`config.mk`:
```
export PLATFORM = sky130hd
export DESIGN_NAME = fsp_host
export DESIGN_NICKNAME = d
export VERILOG_FILES = /design/src/fsp_pkg.sv /design/src/fsp_host.sv
export VERILOG_INCLUDE_DIRS = /design/src
export SDC_FILE = /design/constraint.sdc
export NUM_CORES = 1
export LEC_CHECK = 0
export ABC_AREA = 1
export BUFFER_PORTS_ARGS = -buffer_cell sky130_fd_sc_hd__buf_2
export CAP_MARGIN = 20
export CORE_MARGIN = 10
export CORE_UTILIZATION = 49
export CTS_BUF_LIST = sky130_fd_sc_hd__clkbuf_8 sky130_fd_sc_hd__clkbuf_16
export CTS_CLUSTER_SIZE = 24
export DETAILED_ROUTE_END_ITERATION = 10
export HOLD_SLACK_MARGIN = 0.03
export PLACE_DENSITY = 0.7
export SETUP_SLACK_MARGIN = 0.5
export SLEW_MARGIN = 20
export SYNTH_ARGS = -nofsm -noshare
export SYNTH_HDL_FRONTEND = slang
export SYNTH_SLANG_ARGS = --single-unit
```
`constraint.sdc`:
```
create_clock -name ref_clk -period 1.9 [get_ports ref_clk]
set_input_delay 0.095 -clock ref_clk [delete_from_list [all_inputs] [get_ports ref_clk]]
set_output_delay 0.095 -clock ref_clk [all_outputs]
set_load 0.1 [all_outputs]
```
`src/fsp_defines.svh`:
```
`ifndef FSP_DEFINES_SVH
`define FSP_DEFINES_SVH

// ----------------------------------------
// Array geometry
// ----------------------------------------
`define FSP_ADDR_W          19
`define FSP_SECTOR_BYTES    9'h100
`define FSP_SECTOR_LSB      4
`define FSP_SECTOR_MSB      14

// ----------------------------------------
// Unlock sequence (arbitrary defaults, parameters in the top)
// ----------------------------------------
`define FSP_UNL_ADDR0       19'h05555
`define FSP_UNL_ADDR1       19'h02aaa
`define FSP_UNL_ADDR2       19'h05555
`define FSP_UNL_DATA0       8'haa
`define FSP_UNL_DATA1       8'h55
`define FSP_UNL_DATA2       8'ha0

// ----------------------------------------
// Timing
// ----------------------------------------
`define FSP_CLK_NS          5
`define FSP_LOAD_GAP_NS     150000
`define FSP_STROBE_MIN_NS   30
`define FSP_SETUP_NS        30
`define FSP_GAP_MAX_CYC     (`FSP_LOAD_GAP_NS / `FSP_CLK_NS)
`define FSP_LOAD_GAP_CYC    ((`FSP_GAP_MAX_CYC) / 2)
`define FSP_STROBE_CYC      ((`FSP_STROBE_MIN_NS + `FSP_CLK_NS - 1) / `FSP_CLK_NS)
`define FSP_SETUP_CYC       ((`FSP_SETUP_NS + `FSP_CLK_NS - 1) / `FSP_CLK_NS)
`define FSP_CLOSE_CYC       (`FSP_GAP_MAX_CYC + 16)
`define FSP_POLL_MAX        24'h1e8480

`endif

```
`src/fsp_pkg.sv`:
```
package fsp_pkg;

    typedef enum logic [2:0] {
        FSP_IDLE   = 3'b000,
        FSP_SETUP  = 3'b001,
        FSP_STROBE = 3'b011,
        FSP_HOLD   = 3'b010,
        FSP_POLL   = 3'b110,
        FSP_DONE   = 3'b111
    } fsp_state_e;

    typedef struct packed {
        logic        flashSelN;
        logic        eepromSelN;
        logic        readDriveN;
        logic        writeStrobeN;
        logic [18:0] addr;
    } fsp_bus_s;

    typedef struct packed {
        logic        isRead;
        logic [18:0] addr;
        logic [7:0]  data;
    } fsp_cmd_s;

endpackage
```
`src/fsp_host.sv`:
```
`timescale 1ns/1ps
`default_nettype none
`include "fsp_defines.svh"
// Functional notes
// - Host opens every program operation with the three-write unlock.
// - Host loads bytes by write strobe pulses, read and EEPROM select high.
// - Host loads all 256 sector bytes even to change one.
// - Host starts each next load within 150 us of previous rise.
// - Host may load bytes in any order, sector address stable.
// - Host never drives flash and EEPROM selects low together.

module fsp_host #(
    parameter logic [18:0] UNL_ADDR0   = `FSP_UNL_ADDR0,
    parameter logic [18:0] UNL_ADDR1   = `FSP_UNL_ADDR1,
    parameter logic [18:0] UNL_ADDR2   = `FSP_UNL_ADDR2,
    parameter logic [7:0]  UNL_DATA0   = `FSP_UNL_DATA0,
    parameter logic [7:0]  UNL_DATA1   = `FSP_UNL_DATA1,
    parameter logic [7:0]  UNL_DATA2   = `FSP_UNL_DATA2,
    parameter int          POLL_LIMIT  = `FSP_POLL_MAX
) (
    input  wire logic              ref_clk,
    input  wire logic              rst_n,
    input  wire logic              progStart,
    input  wire logic [10:0]       progSector,
    input  wire logic              readReq,
    input  wire logic [18:0]       readAddr,
    output logic                   wrReady,
    input  wire logic [7:0]        wrData,
    output logic [7:0]             wrIndex,
    output logic                   busy,
    output logic                   readValid,
    output logic [7:0]             readData,
    output logic                   progDone,
    output logic                   progTimeout,
    output fsp_pkg::fsp_bus_s      flashBus,
    output logic [7:0]             dataOut,
    output logic                   dataOutEn,
    input  wire logic [7:0]        dataIn
);

    // ----------------------------------------
    // Datapath state
    // ----------------------------------------
    fsp_pkg::fsp_state_e state;
    fsp_pkg::fsp_state_e next_state;
    fsp_pkg::fsp_cmd_s   cmd;
    logic [8:0]          step;
    logic [23:0]         timer;
    logic [7:0]          lastData;
    logic                inProg;
    logic [10:0]         sector;
    logic [23:0]         pollCount;

    // Steps 0..2 are unlock writes, 3..258 are sector loads
    wire         isUnlock  = (step < 9'h003);
    wire [7:0]   byteIdx   = 8'(step - 9'h003);
    wire         lastLoad  = (step == 9'h102);
    // byte index spread over bits 0..3 and 15..18, sector held fixed
    wire [18:0]  loadAddr  = {byteIdx[7:4], sector, byteIdx[3:0]};
    wire [18:0]  unlAddr   = (step == 9'h000) ? UNL_ADDR0 :
                             (step == 9'h001) ? UNL_ADDR1 : UNL_ADDR2;
    wire [7:0]   unlData   = (step == 9'h000) ? UNL_DATA0 :
                             (step == 9'h001) ? UNL_DATA1 : UNL_DATA2;
    wire         pollDone  = (dataIn[7] == lastData[7]);
    wire         timerHit  = (timer == 24'h000000);
    wire         pollOver  = (pollCount >= 24'(POLL_LIMIT));
    // Taken one cycle before setup ends so the address settles ahead of the strobe fall
    wire         loadPoint = (state == fsp_pkg::FSP_SETUP) && (timer == 24'h000001);
    wire         pollRead  = cmd.isRead && inProg;
    wire         startProg = (state == fsp_pkg::FSP_IDLE) && progStart;
    wire         giveUp    = (state == fsp_pkg::FSP_HOLD) && pollRead && !pollDone && pollOver;

    // ----------------------------------------
    // Sequencer
    // ----------------------------------------
    always_comb begin
        next_state = state;
        case (state)
            fsp_pkg::FSP_IDLE: begin
                if (progStart || readReq) begin
                    next_state = fsp_pkg::FSP_SETUP;
                end
            end
            fsp_pkg::FSP_SETUP: begin
                if (timerHit) begin
                    next_state = fsp_pkg::FSP_STROBE;
                end
            end
            fsp_pkg::FSP_STROBE: begin
                if (timerHit) begin
                    next_state = fsp_pkg::FSP_HOLD;
                end
            end
            fsp_pkg::FSP_HOLD: begin
                if (pollRead) begin
                    // Stop once bit 7 matches bit 7 of the last loaded byte, or give up at the limit
                    if (pollDone || pollOver) begin
                        next_state = fsp_pkg::FSP_DONE;
                    end else begin
                        next_state = fsp_pkg::FSP_SETUP;
                    end
                end else if (cmd.isRead) begin
                    next_state = fsp_pkg::FSP_DONE;
                end else if (lastLoad) begin
                    next_state = fsp_pkg::FSP_POLL;
                end else begin
                    next_state = fsp_pkg::FSP_SETUP;
                end
            end
            fsp_pkg::FSP_POLL: begin
                if (timerHit) begin
                    next_state = fsp_pkg::FSP_SETUP;
                end
            end
            default: begin
                next_state = fsp_pkg::FSP_IDLE;
            end
        endcase
    end

    always_ff @(posedge ref_clk) begin
        if (!rst_n) begin
            state <= fsp_pkg::FSP_IDLE;
        end else begin
            state <= next_state;
        end
    end

    // ----------------------------------------
    // Counters and command capture
    // ----------------------------------------
    always_ff @(posedge ref_clk) begin
        if (!rst_n) begin
            cmd      <= '0;
            step     <= 9'h000;
            timer    <= 24'h000000;
            lastData <= 8'h00;
            inProg   <= 1'b0;
            sector   <= 11'h000;
            pollCount <= 24'h000000;
        end else begin
            case (state)
                fsp_pkg::FSP_IDLE: begin
                    timer <= 24'(`FSP_SETUP_CYC);
                    step  <= 9'h000;
                    pollCount <= 24'h000000;
                    if (progStart) begin
                        cmd.isRead <= 1'b0;
                        sector     <= progSector;
                        inProg     <= 1'b1;
                    end else if (readReq) begin
                        cmd.isRead <= 1'b1;
                        cmd.addr   <= readAddr;
                    end
                end
                fsp_pkg::FSP_SETUP: begin
                    timer <= timerHit ? 24'(`FSP_STROBE_CYC) : timer - 24'h000001;
                    if (loadPoint && !cmd.isRead) begin
                        cmd.addr <= isUnlock ? unlAddr : loadAddr;
                        cmd.data <= isUnlock ? unlData : wrData;
                    end
                end
                fsp_pkg::FSP_STROBE: begin
                    timer <= timerHit ? 24'h000000 : timer - 24'h000001;
                    if (!cmd.isRead && !isUnlock) begin
                        lastData <= cmd.data;
                    end
                end
                fsp_pkg::FSP_HOLD: begin
                    if (!cmd.isRead) begin
                        step <= step + 9'h001;
                    end
                    if (pollRead) begin
                        pollCount <= pollCount + 24'h000001;
                    end
                    if (lastLoad && !cmd.isRead) begin
                        timer <= 24'(`FSP_CLOSE_CYC);
                    end else begin
                        timer <= 24'(`FSP_SETUP_CYC);
                    end
                end
                fsp_pkg::FSP_POLL: begin
                    // Polling before the load window closes would read stale array data
                    timer <= timerHit ? 24'(`FSP_SETUP_CYC) : timer - 24'h000001;
                    if (timerHit) begin
                        cmd.isRead <= 1'b1;
                    end
                end
                default: begin
                    inProg <= 1'b0;
                end
            endcase
        end
    end

    // ----------------------------------------
    // Pin drive
    // ----------------------------------------
    wire strobeLow = (state == fsp_pkg::FSP_STROBE);
    // EEPROM select never asserted by this host
    // writes keep read drive high, reads keep write strobe high
    always_ff @(posedge ref_clk) begin
        if (!rst_n) begin
            flashBus  <= '{flashSelN: 1'b1, eepromSelN: 1'b1, readDriveN: 1'b1,
                           writeStrobeN: 1'b1, addr: 19'h00000};
            dataOut   <= 8'h00;
            dataOutEn <= 1'b0;
        end else begin
            flashBus.eepromSelN   <= 1'b1;
            flashBus.flashSelN    <= (state == fsp_pkg::FSP_IDLE) ||
                                     (state == fsp_pkg::FSP_DONE) ||
                                     (state == fsp_pkg::FSP_POLL);
            flashBus.writeStrobeN <= !(strobeLow && !cmd.isRead);
            flashBus.readDriveN   <= !(strobeLow && cmd.isRead);
            flashBus.addr         <= cmd.addr;
            dataOut               <= cmd.data;
            dataOutEn             <= !cmd.isRead && (state != fsp_pkg::FSP_IDLE) &&
                                     (state != fsp_pkg::FSP_POLL);
        end
    end

    // ----------------------------------------
    // User side
    // ----------------------------------------
    // loads follow each other by a few cycles, far inside 150 us
    always_ff @(posedge ref_clk) begin
        if (!rst_n) begin
            wrReady     <= 1'b0;
            wrIndex     <= 8'h00;
            busy        <= 1'b0;
            readValid   <= 1'b0;
            readData    <= 8'h00;
            progDone    <= 1'b0;
            progTimeout <= 1'b0;
        end else begin
            // user supplies all 256 bytes, one per sector load setup phase
            wrReady   <= loadPoint && !cmd.isRead && !isUnlock;
            wrIndex   <= byteIdx;
            busy      <= (state != fsp_pkg::FSP_IDLE);
            readValid <= (state == fsp_pkg::FSP_HOLD) && cmd.isRead && !inProg;
            readData  <= dataIn;
            progDone  <= (state == fsp_pkg::FSP_DONE) && inProg;
            progTimeout <= giveUp || (progTimeout && !startProg);
        end
    end

endmodule
`default_nettype wire

```
==> results of run 1 <==
per-layer routing:
layer  part of all wire  wire, microns
met5                  0              0
met4              0.027            586
met3              0.056           1240
met2               0.49          10800
met1               0.43           9430
kinds of logic after synthesis:
family	Yosys count
xor+xnor	25
simple gates	617
compound gates	104
fa+ha+maj	9
flops	153
other cells	1
buf+inv	159
worst max-delay path, cell delays in order, from the launching register on:
cell and delay [ns]:
dfxtp_4 0.39, inv_2 0.11, nand3_2 0.14, nor2_4 0.12
nand4_1 0.21, nand2_4 0.20, buf_6 0.16, nand3_2 0.06
nor2_1 0.12, nor2_1 0.05
final timing paths:
check / start / to / slack, ns / depth (start not counted)
max: state[2]$_SDFFE_PN0P_ / cmd[24]$_SDFFE_PN0P_ / 0.22 / 9
min: wrData[3] / cmd[3]$_SDFFE_PN0P_ / 0.04 / 5
max reg2reg: state[2]$_SDFFE_PN0P_ / cmd[24]$_SDFFE_PN0P_ / 0.22 / 9
min reg2reg: cmd[14]$_SDFFE_PN0P_ / flashBus[6]$_SDFF_PN0_ / 0.42 / 2
state kept, by name, indices dropped and copies added (netlist names), 8 cells and up:
| signal | count |
|---|---|
| cmd | 28 |
| dataOut | 8 |
| flashBus | 22 |
| pollCount | 24 |
| readData | 8 |
| sector | 11 |
| step | 9 |
| timer | 24 |
| wrIndex | 8 |
metrics by stage:
| step | power [mW] | util | setup slack [ns] | instance area [sq um] | std cells |
|---|---|---|---|---|---|
| after floorplan | 10.8 | - | 0.417 | 7230 | 1068 |
| after global placement | 12.5 | 0.569 | 0.185 | 7990 | 1339 |
| final | 19.6 | 0.745 | 0.225 | 10500 | 1478 |
| after CTS | 17.7 | 0.697 | 0.315 | 9790 | 1448 |
| after detailed placement | 12.5 | 0.569 | 0.181 | 7990 | 1339 |
| after global routing | 20.8 | 0.745 | 0.135 | 10500 | 1478 |
synthesized netlist by cell type, drive strengths merged:
cell	n	area [sq um]
a211oi	6	45.0
buf	14	83.8
a21oi	43	215
conb	1	3.75
inv	124	465
nand3	63	315
and3	2	12.5
clkinv	2	7.51
and2	2	12.5
ha	9	113
nand4	13	87.6
nor3	13	70.1
a21o	2	15.0
o21ai	41	213
o21a	1	7.51
clkbuf	19	71.3
a22oi	1	7.51
or2	3	18.8
a31oi	4	25.0
dfxtp	153	3060
nor2	250	961
nor3b	1	7.51
nand2	268	1010
xor2	20	175
o22ai	6	37.5
nor4	2	12.5
xnor2	5	43.8
final cells by class:
class	instances	area, sq um
repair inverters	1	8.76
inverters	126	510
diodes	1	2.50
multi-input cells	756	4210
clock inverters	14	139
well taps	180	225
clock buffers	18	439
repair buffers	229	1790
fillers	995	3590
flip-flops and latches	153	3130
power by group through the flow:
stage	registers [mW]	clock network [mW]	logic (mW)
floorplan	5.84	0	4.99
global placement	4.52	0	7.96
detailed placement	4.54	0	7.99
CTS	4.60	3.34	9.79
global route	4.78	3.46	12.5
finish	4.69	3.31	11.6
timing repair:
action,CTS,global route
setup buffers,31,27
pin swaps,57,58
hold buffers,44,0
hold endpoints to repair,43,0
setup endpoints to repair,100,101
cloned,2,2
gates resized for setup,155,116
==> impl_metrics.toml, run 1 <==
[critical_path]
critical_path_required_ns = 2.23
path_max_fanout = 6
crit_path_start_kind = "flop"
endpoint_kind = "flop"
cp.arrival_ns = 2.00
worstSetupPathType = "reg2reg"

[floorplan]
die_area_sq_um = 19700
initial_core_util = 0.506
die_w_microns = 140
die_h_microns = 140
rows = 43
coreArea_sq_um = 14000
io_pins = 103

[pwr]
p_leak_nw = 5.01
p_seq_frac = 0.240
power_switching_mw = 9.43
p_per_area_nw_per_um2 = 1870
clockPowerShare = 0.169
switching_share = 0.482
worst_ir_drop_vdd_mv = 1.12
p_comb_frac = 0.591
internal_power_mw = 10.1

[yosys]
yosysSeqAreaShare = 0.431
synth_xor_area_frac = 0.0308
synth_warnings = 0
synth_top_family_by_area = "simple AND/OR/NAND/NOR gates"
ys_ff_latch = 153
synth_fp_nets = 1127
syn_area_sq_um = 7100
postSynthAreaPerCell_sq_um = 6.65
ys_types = 38
synth_adder_area_share = 0.0159
synthSimpleGateAreaFrac = 0.353
synth_mux_area_frac = 0
synth-compound-area-share = 0.0796
syn_inst = 1068

[global_routing]
gr-usage-met2 = 0.336
grt_use_met3 = 0.0477
grt-ovfl-total = 0
grt_max_degree = 78
first_global_vias = 6968
grt_pass1_wl_microns = 33500
met1_usage = 0.247
busiest_layer = "met2"
track_usage = 0.202
antenna_found_initial = 1

[route]
dr.pass1.iters = 5
vias = 7514
drc_errors = 0
ant_nets = 0
drtIter0Drc = 528
wirelength_microns = 22100
wl_per_cell_microns = 14.9
via_per_inst = 5.08

[final_layout]
nNetsFinal = 1343
mostFrequentLayoutCells = "nand2_1, nor2_1, dfxtp_1"
final_common_cell = "nand2_1"
syn2layout_area_growth_pct = 47.3
drive_gt1_frac = 0.335

[placed_design]
gp_congestion = 0.922
io_buffers = 101
hpwl_microns = 13200

[timing]
max_freq_ghz = 0.597
min_period_ns = 1.68
layout_worst_path_cycle_share = 0.882
max-slew-margin-rel = 0.641
setup_viol = 0
finalMaxSlewViolations = 0
setup_tns_ns = 0
grt_setup_unrepaired = "true"
fin_worst_skew_ns = 0.0107
hold_violations = 0
worst_pin_slew_ns = 0.533
whs_ns = 0.0437

[clock_network]
cts_max_level = 4
cts_tree = "yes"
cts_buffer_depth = 2
insertion_delay_ns = 0.43
path_clk_slew_ns = 0.06
cts_sinks = 153
cts_buffers = 17
cts-root-buf = "clkbuf_16"

[status]
outcome = "completed"

[min_path]
worstHoldPathType = "in2reg"

[flow_run]
maxCapViolations = 0
(Power assumes the default switching activity.)
==> inputs of run 2 (changes only) <==
--- a/config.mk
+++ b/config.mk
@@ -16,6 +16,7 @@
 export DETAILED_ROUTE_END_ITERATION = 10
 export HOLD_SLACK_MARGIN = 0.03
 export PLACE_DENSITY = 0.7
+export RECOVER_POWER = 50
 export SETUP_SLACK_MARGIN = 0.5
 export SLEW_MARGIN = 20
 export SYNTH_ARGS = -nofsm -noshare
==> run 2 against run 1 <==
Compared with the run above: sequential share of layout area is 0.071 points higher; via count grew 0.25%; count of clock-buffer cells in the layout stayed put; die area unchanged; critical path depth unchanged; critical endpoint unchanged.
==> impl_metrics.toml, run 2 (synthesized netlist as in run 1, its figures left out) <==
[route]
via_per_inst = 5.09
vias = 7533
ant_nets = 0
dr.pass1.iters = 5
drtIter0Drc = 532
drc_errors = 0
wirelength_microns = 22000
wl_per_cell_microns = 14.9

[timing]
max_freq_ghz = 0.575
setup_viol = 0
fin_worst_skew_ns = 0.0111
grt_setup_unrepaired = "true"
finalMaxSlewViolations = 0
min_period_ns = 1.74
max-slew-margin-rel = 0.589
setup_tns_ns = 0
layout_worst_path_cycle_share = 0.915
hold_violations = 0
worst_pin_slew_ns = 0.617

[final_layout]
fin_area_sq_um = 10400
mostFrequentLayoutCells = "nand2_1, nor2_1, dfxtp_1"
reg_top3 = "cmd x28, pollCount x24, timer x24"
largest_register_ffs = 28
final_core_util = 0.743
final_common_cell = "nand2_1"
nFillCells = 1005
largest_register = "cmd"
nNetsFinal = 1343
syn2layout_area_growth_pct = 46.9
drive_gt1_frac = 0.328

[critical_path]
crit_path_start_kind = "flop"
critical_path_required_ns = 2.22
worstSetupPathType = "reg2reg"
endpoint_kind = "flop"
cp.arrival_ns = 2.06
path_max_fanout = 6

[floorplan]
io_pins = 103
coreArea_sq_um = 14000
initial_core_util = 0.506
rows = 43
die_area_sq_um = 19700
die_w_microns = 140
die_h_microns = 140

[pwr]
p_per_area_nw_per_um2 = 1870
p_comb_frac = 0.589
power_switching_mw = 9.39
clockPowerShare = 0.170
switching_share = 0.482
p_seq_frac = 0.241
internal_power_mw = 10.1
worst_ir_drop_vdd_mv = 1.11
p_leak_nw = 4.97

[flow_run]
maxCapViolations = 0

[placed_design]
hpwl_microns = 13200
gp_congestion = 0.922
placed_cell_area_sq_um = 7990
io_buffers = 101

[status]
outcome = "completed"

[clock_network]
cts_tree = "yes"
insertion_delay_ns = 0.43
cts_buffer_depth = 2
cts_buffers = 17
path_clk_slew_ns = 0.06
cts_max_level = 4
cts-root-buf = "clkbuf_16"
cts_sinks = 153

[min_path]
worstHoldPathType = "in2reg"

[global_routing]
grt_pass1_wl_microns = 33500
grt_max_degree = 78
track_usage = 0.202
antenna_found_initial = 1
first_global_vias = 6968
grt-ovfl-total = 0
run 2: metal layers:
metal,GRT usage,up-vias,part of all wire
met1,0.247,3470,0.42
met4,0.0755,0,0.028
li1,-,3761,-
met2,0.336,250,0.49
met5,0,-,0
met3,0.0477,52,0.058
run 2: through the flow:
step	total power [mW]	hold WS, ns	std cells	setup WS [ns]
finish	19.5	0.0468	1479	0.161
global route	20.7	0.0707	1478	0.0663
CTS	17.7	0.0303	1448	0.315
detailed placement	12.5	0.279	1339	0.181
global placement	12.5	0.275	1339	0.185
floorplan	10.8	0.188	1068	0.417
run 2: path summary, 6_finish.rpt:
path,endpoint,from,slack [ns],cells after the start
min reg2reg,flashBus[6]$_SDFF_PN0_,cmd[14]$_SDFFE_PN0P_,0.42,2
min,cmd[3]$_SDFFE_PN0P_,wrData[3],0.05,5
max,cmd[24]$_SDFFE_PN0P_,state[2]$_SDFFE_PN0P_,0.16,9
max reg2reg,cmd[24]$_SDFFE_PN0P_,state[2]$_SDFFE_PN0P_,0.16,9
run 2: power groups by stage:
stage	sequential, mW	clock, mW	combinational (mW)
final	4.69	3.31	11.5
after global placement	4.52	0	7.96
after global routing	4.77	3.46	12.5
after floorplan	5.84	0	4.99
after detailed placement	4.54	0	7.99
after CTS	4.60	3.34	9.79
run 2: final cells by class:
cell class              instances  area (sq um)  area share
multi-input cells             756          4180       0.401
well taps                     180           225      0.0216
clock inverters                14           139      0.0133
inverters                     126           510      0.0490
clock buffers                  18           439      0.0421
repair inverters                1          8.76    0.000840
diodes                          2          5.00    0.000480
flip-flops and latches        153          3130       0.300
repair buffers                229          1780       0.171
run 2: what timing repair did:
item                       4_1_cts  5_1_grt
hold endpoints to repair        43        0
pin swaps                       57       58
hold buffers                    44        0
gates resized for setup        155      116
setup buffers                   31       27
setup endpoints to repair      100      101
cloned                           2        2
run 2: critical path, stage by stage (launching register included):
cell	delay (ns)
dfxtp_4	0.38
inv_1	0.16
nand3_2	0.16
nor2_4	0.13
nand4_1	0.21
nand2_4	0.20
buf_6	0.16
nand3_2	0.06
nor2_1	0.12
nor2_1	0.05
==> inputs of run 3 (changes only) <==
--- a/config.mk
+++ b/config.mk
@@ -15,8 +15,9 @@
 export CTS_CLUSTER_SIZE = 24
 export DETAILED_ROUTE_END_ITERATION = 10
 export HOLD_SLACK_MARGIN = 0.03
-export PLACE_DENSITY = 0.7
+export PLACE_DENSITY = 0.66
 export RECOVER_POWER = 50
+export REMOVE_ABC_BUFFERS = 1
 export SETUP_SLACK_MARGIN = 0.5
 export SLEW_MARGIN = 20
 export SYNTH_ARGS = -nofsm -noshare
==> run 3 against run 2 <==
Compared with the run above: worst setup slack got worse by 0.089 ns; sequential cell count unchanged; die area unchanged; final cell count increased by 2.2%; non-clock buffer count increased by 35; utilization increased by 3.7 points; via count increased by 5.0%; first-iteration DRC count increased by 46%; critical path depth increased by 2; routed wire length increased by 12%; register-to-register slack got worse by 0.09 ns; largest power group unchanged.
==> impl_metrics.toml, run 3 (synthesized netlist as in run 1, its figures left out) <==
[status]
outcome = "completed"

[final_layout]
reg_top3 = "cmd x28, pollCount x24, timer x24"
final_common_cell = "nand2_1"
num_antenna_cells = 0
largest_register = "cmd"
mostFrequentLayoutCells = "nand2_1, nor2_1, dfxtp_1"
largest_register_ffs = 28
nNetsFinal = 1377
syn2layout_area_growth_pct = 54.2
drive_gt1_frac = 0.346

[route]
drc_errors = 0
wirelength_microns = 24600
wl_per_cell_microns = 16.2
vias = 7909
via_per_inst = 5.23
ant_nets = 0
dr.pass1.iters = 6
drtIter0Drc = 777

[global_routing]
grt_max_degree = 79
grt-ovfl-total = 0
grt_pass1_wl_microns = 33800
antenna_found_initial = 0
track_usage = 0.205
first_global_vias = 6919

[pwr]
p_leak_nw = 5.27
worst_ir_drop_vdd_mv = 1.47
p_per_area_nw_per_um2 = 1930
power_mw = 21.2

[min_path]
worstHoldPathType = "in2reg"
min-delay-start = "readAddr[8]"

[placed_design]
io_buffers = 101
gp_congestion = 0.849
hpwl_microns = 13100

[critical_path]
cp.arrival_ns = 2.16
crit_start = "timer[16]$_SDFFE_PN0P_"
path_max_fanout = 5
critical_path_required_ns = 2.24
endpoint_kind = "flop"
cpPeakStageDelay_ns = 0.37
path_cells = "nor2_4 > nand2_2 > nor2_4 > buf_4 > nand2_1 > nor2_4 > o21ai_4 > buf_12 > nor2_4 > nor2_2 > nor2_1"
crit_path_start_kind = "flop"
crit_slowest_cell = "dfxtp_4"
crit_top_cell = "nor2_4"
reg2reg_from = "timer[16]$_SDFFE_PN0P_"
worstSetupPathType = "reg2reg"

[floorplan]
coreArea_sq_um = 14000
die_area_sq_um = 19700
die_w_microns = 140
io_pins = 103
initial_core_util = 0.506
die_h_microns = 140
rows = 43

[timing]
max-slew-margin-rel = 0.0331
min_period_ns = 1.83
worst_pin_slew_ns = 1.45
hold_violations = 0
finalMaxSlewViolations = 0
max_freq_ghz = 0.547
grt_setup_unrepaired = "true"
fin_worst_skew_ns = 0.00864
whs_ns = 0.0244
setup_viol = 0
layout_worst_path_cycle_share = 0.962

[clock_network]
cts_tree = "yes"
cts-root-buf = "clkbuf_16"
path_clk_slew_ns = 0.06
cts_buffers = 17
cts_sinks = 153
insertion_delay_ns = 0.43
cts_max_level = 4
cts_buffer_depth = 2

[flow_run]
maxCapViolations = 0
## run 3: what timing repair did
| item | CTS | global route |
|---|---|---|
| endpoints found under the setup margin | 104 | 106 |
| cloned | 2 | 4 |
| pin swaps | 52 | 72 |
| resized for setup | 128 | 219 |
| hold buffers | 41 | 0 |
| buffers inserted | 44 | 40 |
| endpoints found under the hold margin | 41 | 0 |
## run 3: path summary, 6_finish.rpt
| kind | endpoint | slack, ns | cells past startpoint |
|---|---|---|---|
| min | cmd[16]$_SDFFE_PN0P_ | 0.02 | 5 |
| min reg2reg | flashBus[1]$_SDFF_PN0_ | 0.42 | 2 |
| max reg2reg | cmd[8]$_SDFFE_PN0P_ | 0.07 | 11 |
| max | cmd[8]$_SDFFE_PN0P_ | 0.07 | 11 |
## run 3: cell type report
class                           count  area (sq um)
Multi-Input combinational cell    756          4250
Sequential cell                   153          3130
Fill cell                         949          3090
Timing Repair Buffer              264          2190
Inverter                          126           515
Clock buffer                       21           480
Tap cell                          180           225
Clock inverter                     11           166
## run 3: critical path, delay by kind of cell, from the launching register on
family / cells / cell delay (ns)
simple gates: 8 / 0.90
flops: 1 / 0.37
buf+inv: 2 / 0.31
compound gates: 1 / 0.15
## run 3: per-layer routing
metal	global-route usage	part of all wire
met3	0.0554	0.073
met2	0.339	0.50
met1	0.252	0.40
met4	0.0641	0.032
met5	0	0
## run 3: where the power goes
| part | internal, mW | switching (mW) |
|---|---|---|
| Sequential | 4.04 | 0.597 |
| Combinational | 5.10 | 7.74 |
| Clock | 2.34 | 1.36 |
| Total | 11.5 | 9.70 |
## run 3: through the flow
| step | setup TNS [ns] | instance area (sq um) | setup WS, ns | utilization | instances |
|---|---|---|---|---|---|
| final | 0 | 11000 | 0.0726 | 0.780 | 1511 |
| after global routing | 0 | 11000 | 0.0370 | 0.780 | 1511 |
| after detailed placement | 0 | 7990 | 0.0249 | 0.569 | 1348 |
| after CTS | 0 | 9820 | 0.264 | 0.700 | 1467 |
| after global placement | 0 | 7990 | 0.0914 | 0.569 | 1348 |
| after floorplan | -6.14 | 6950 | -0.325 | - | 1035 |
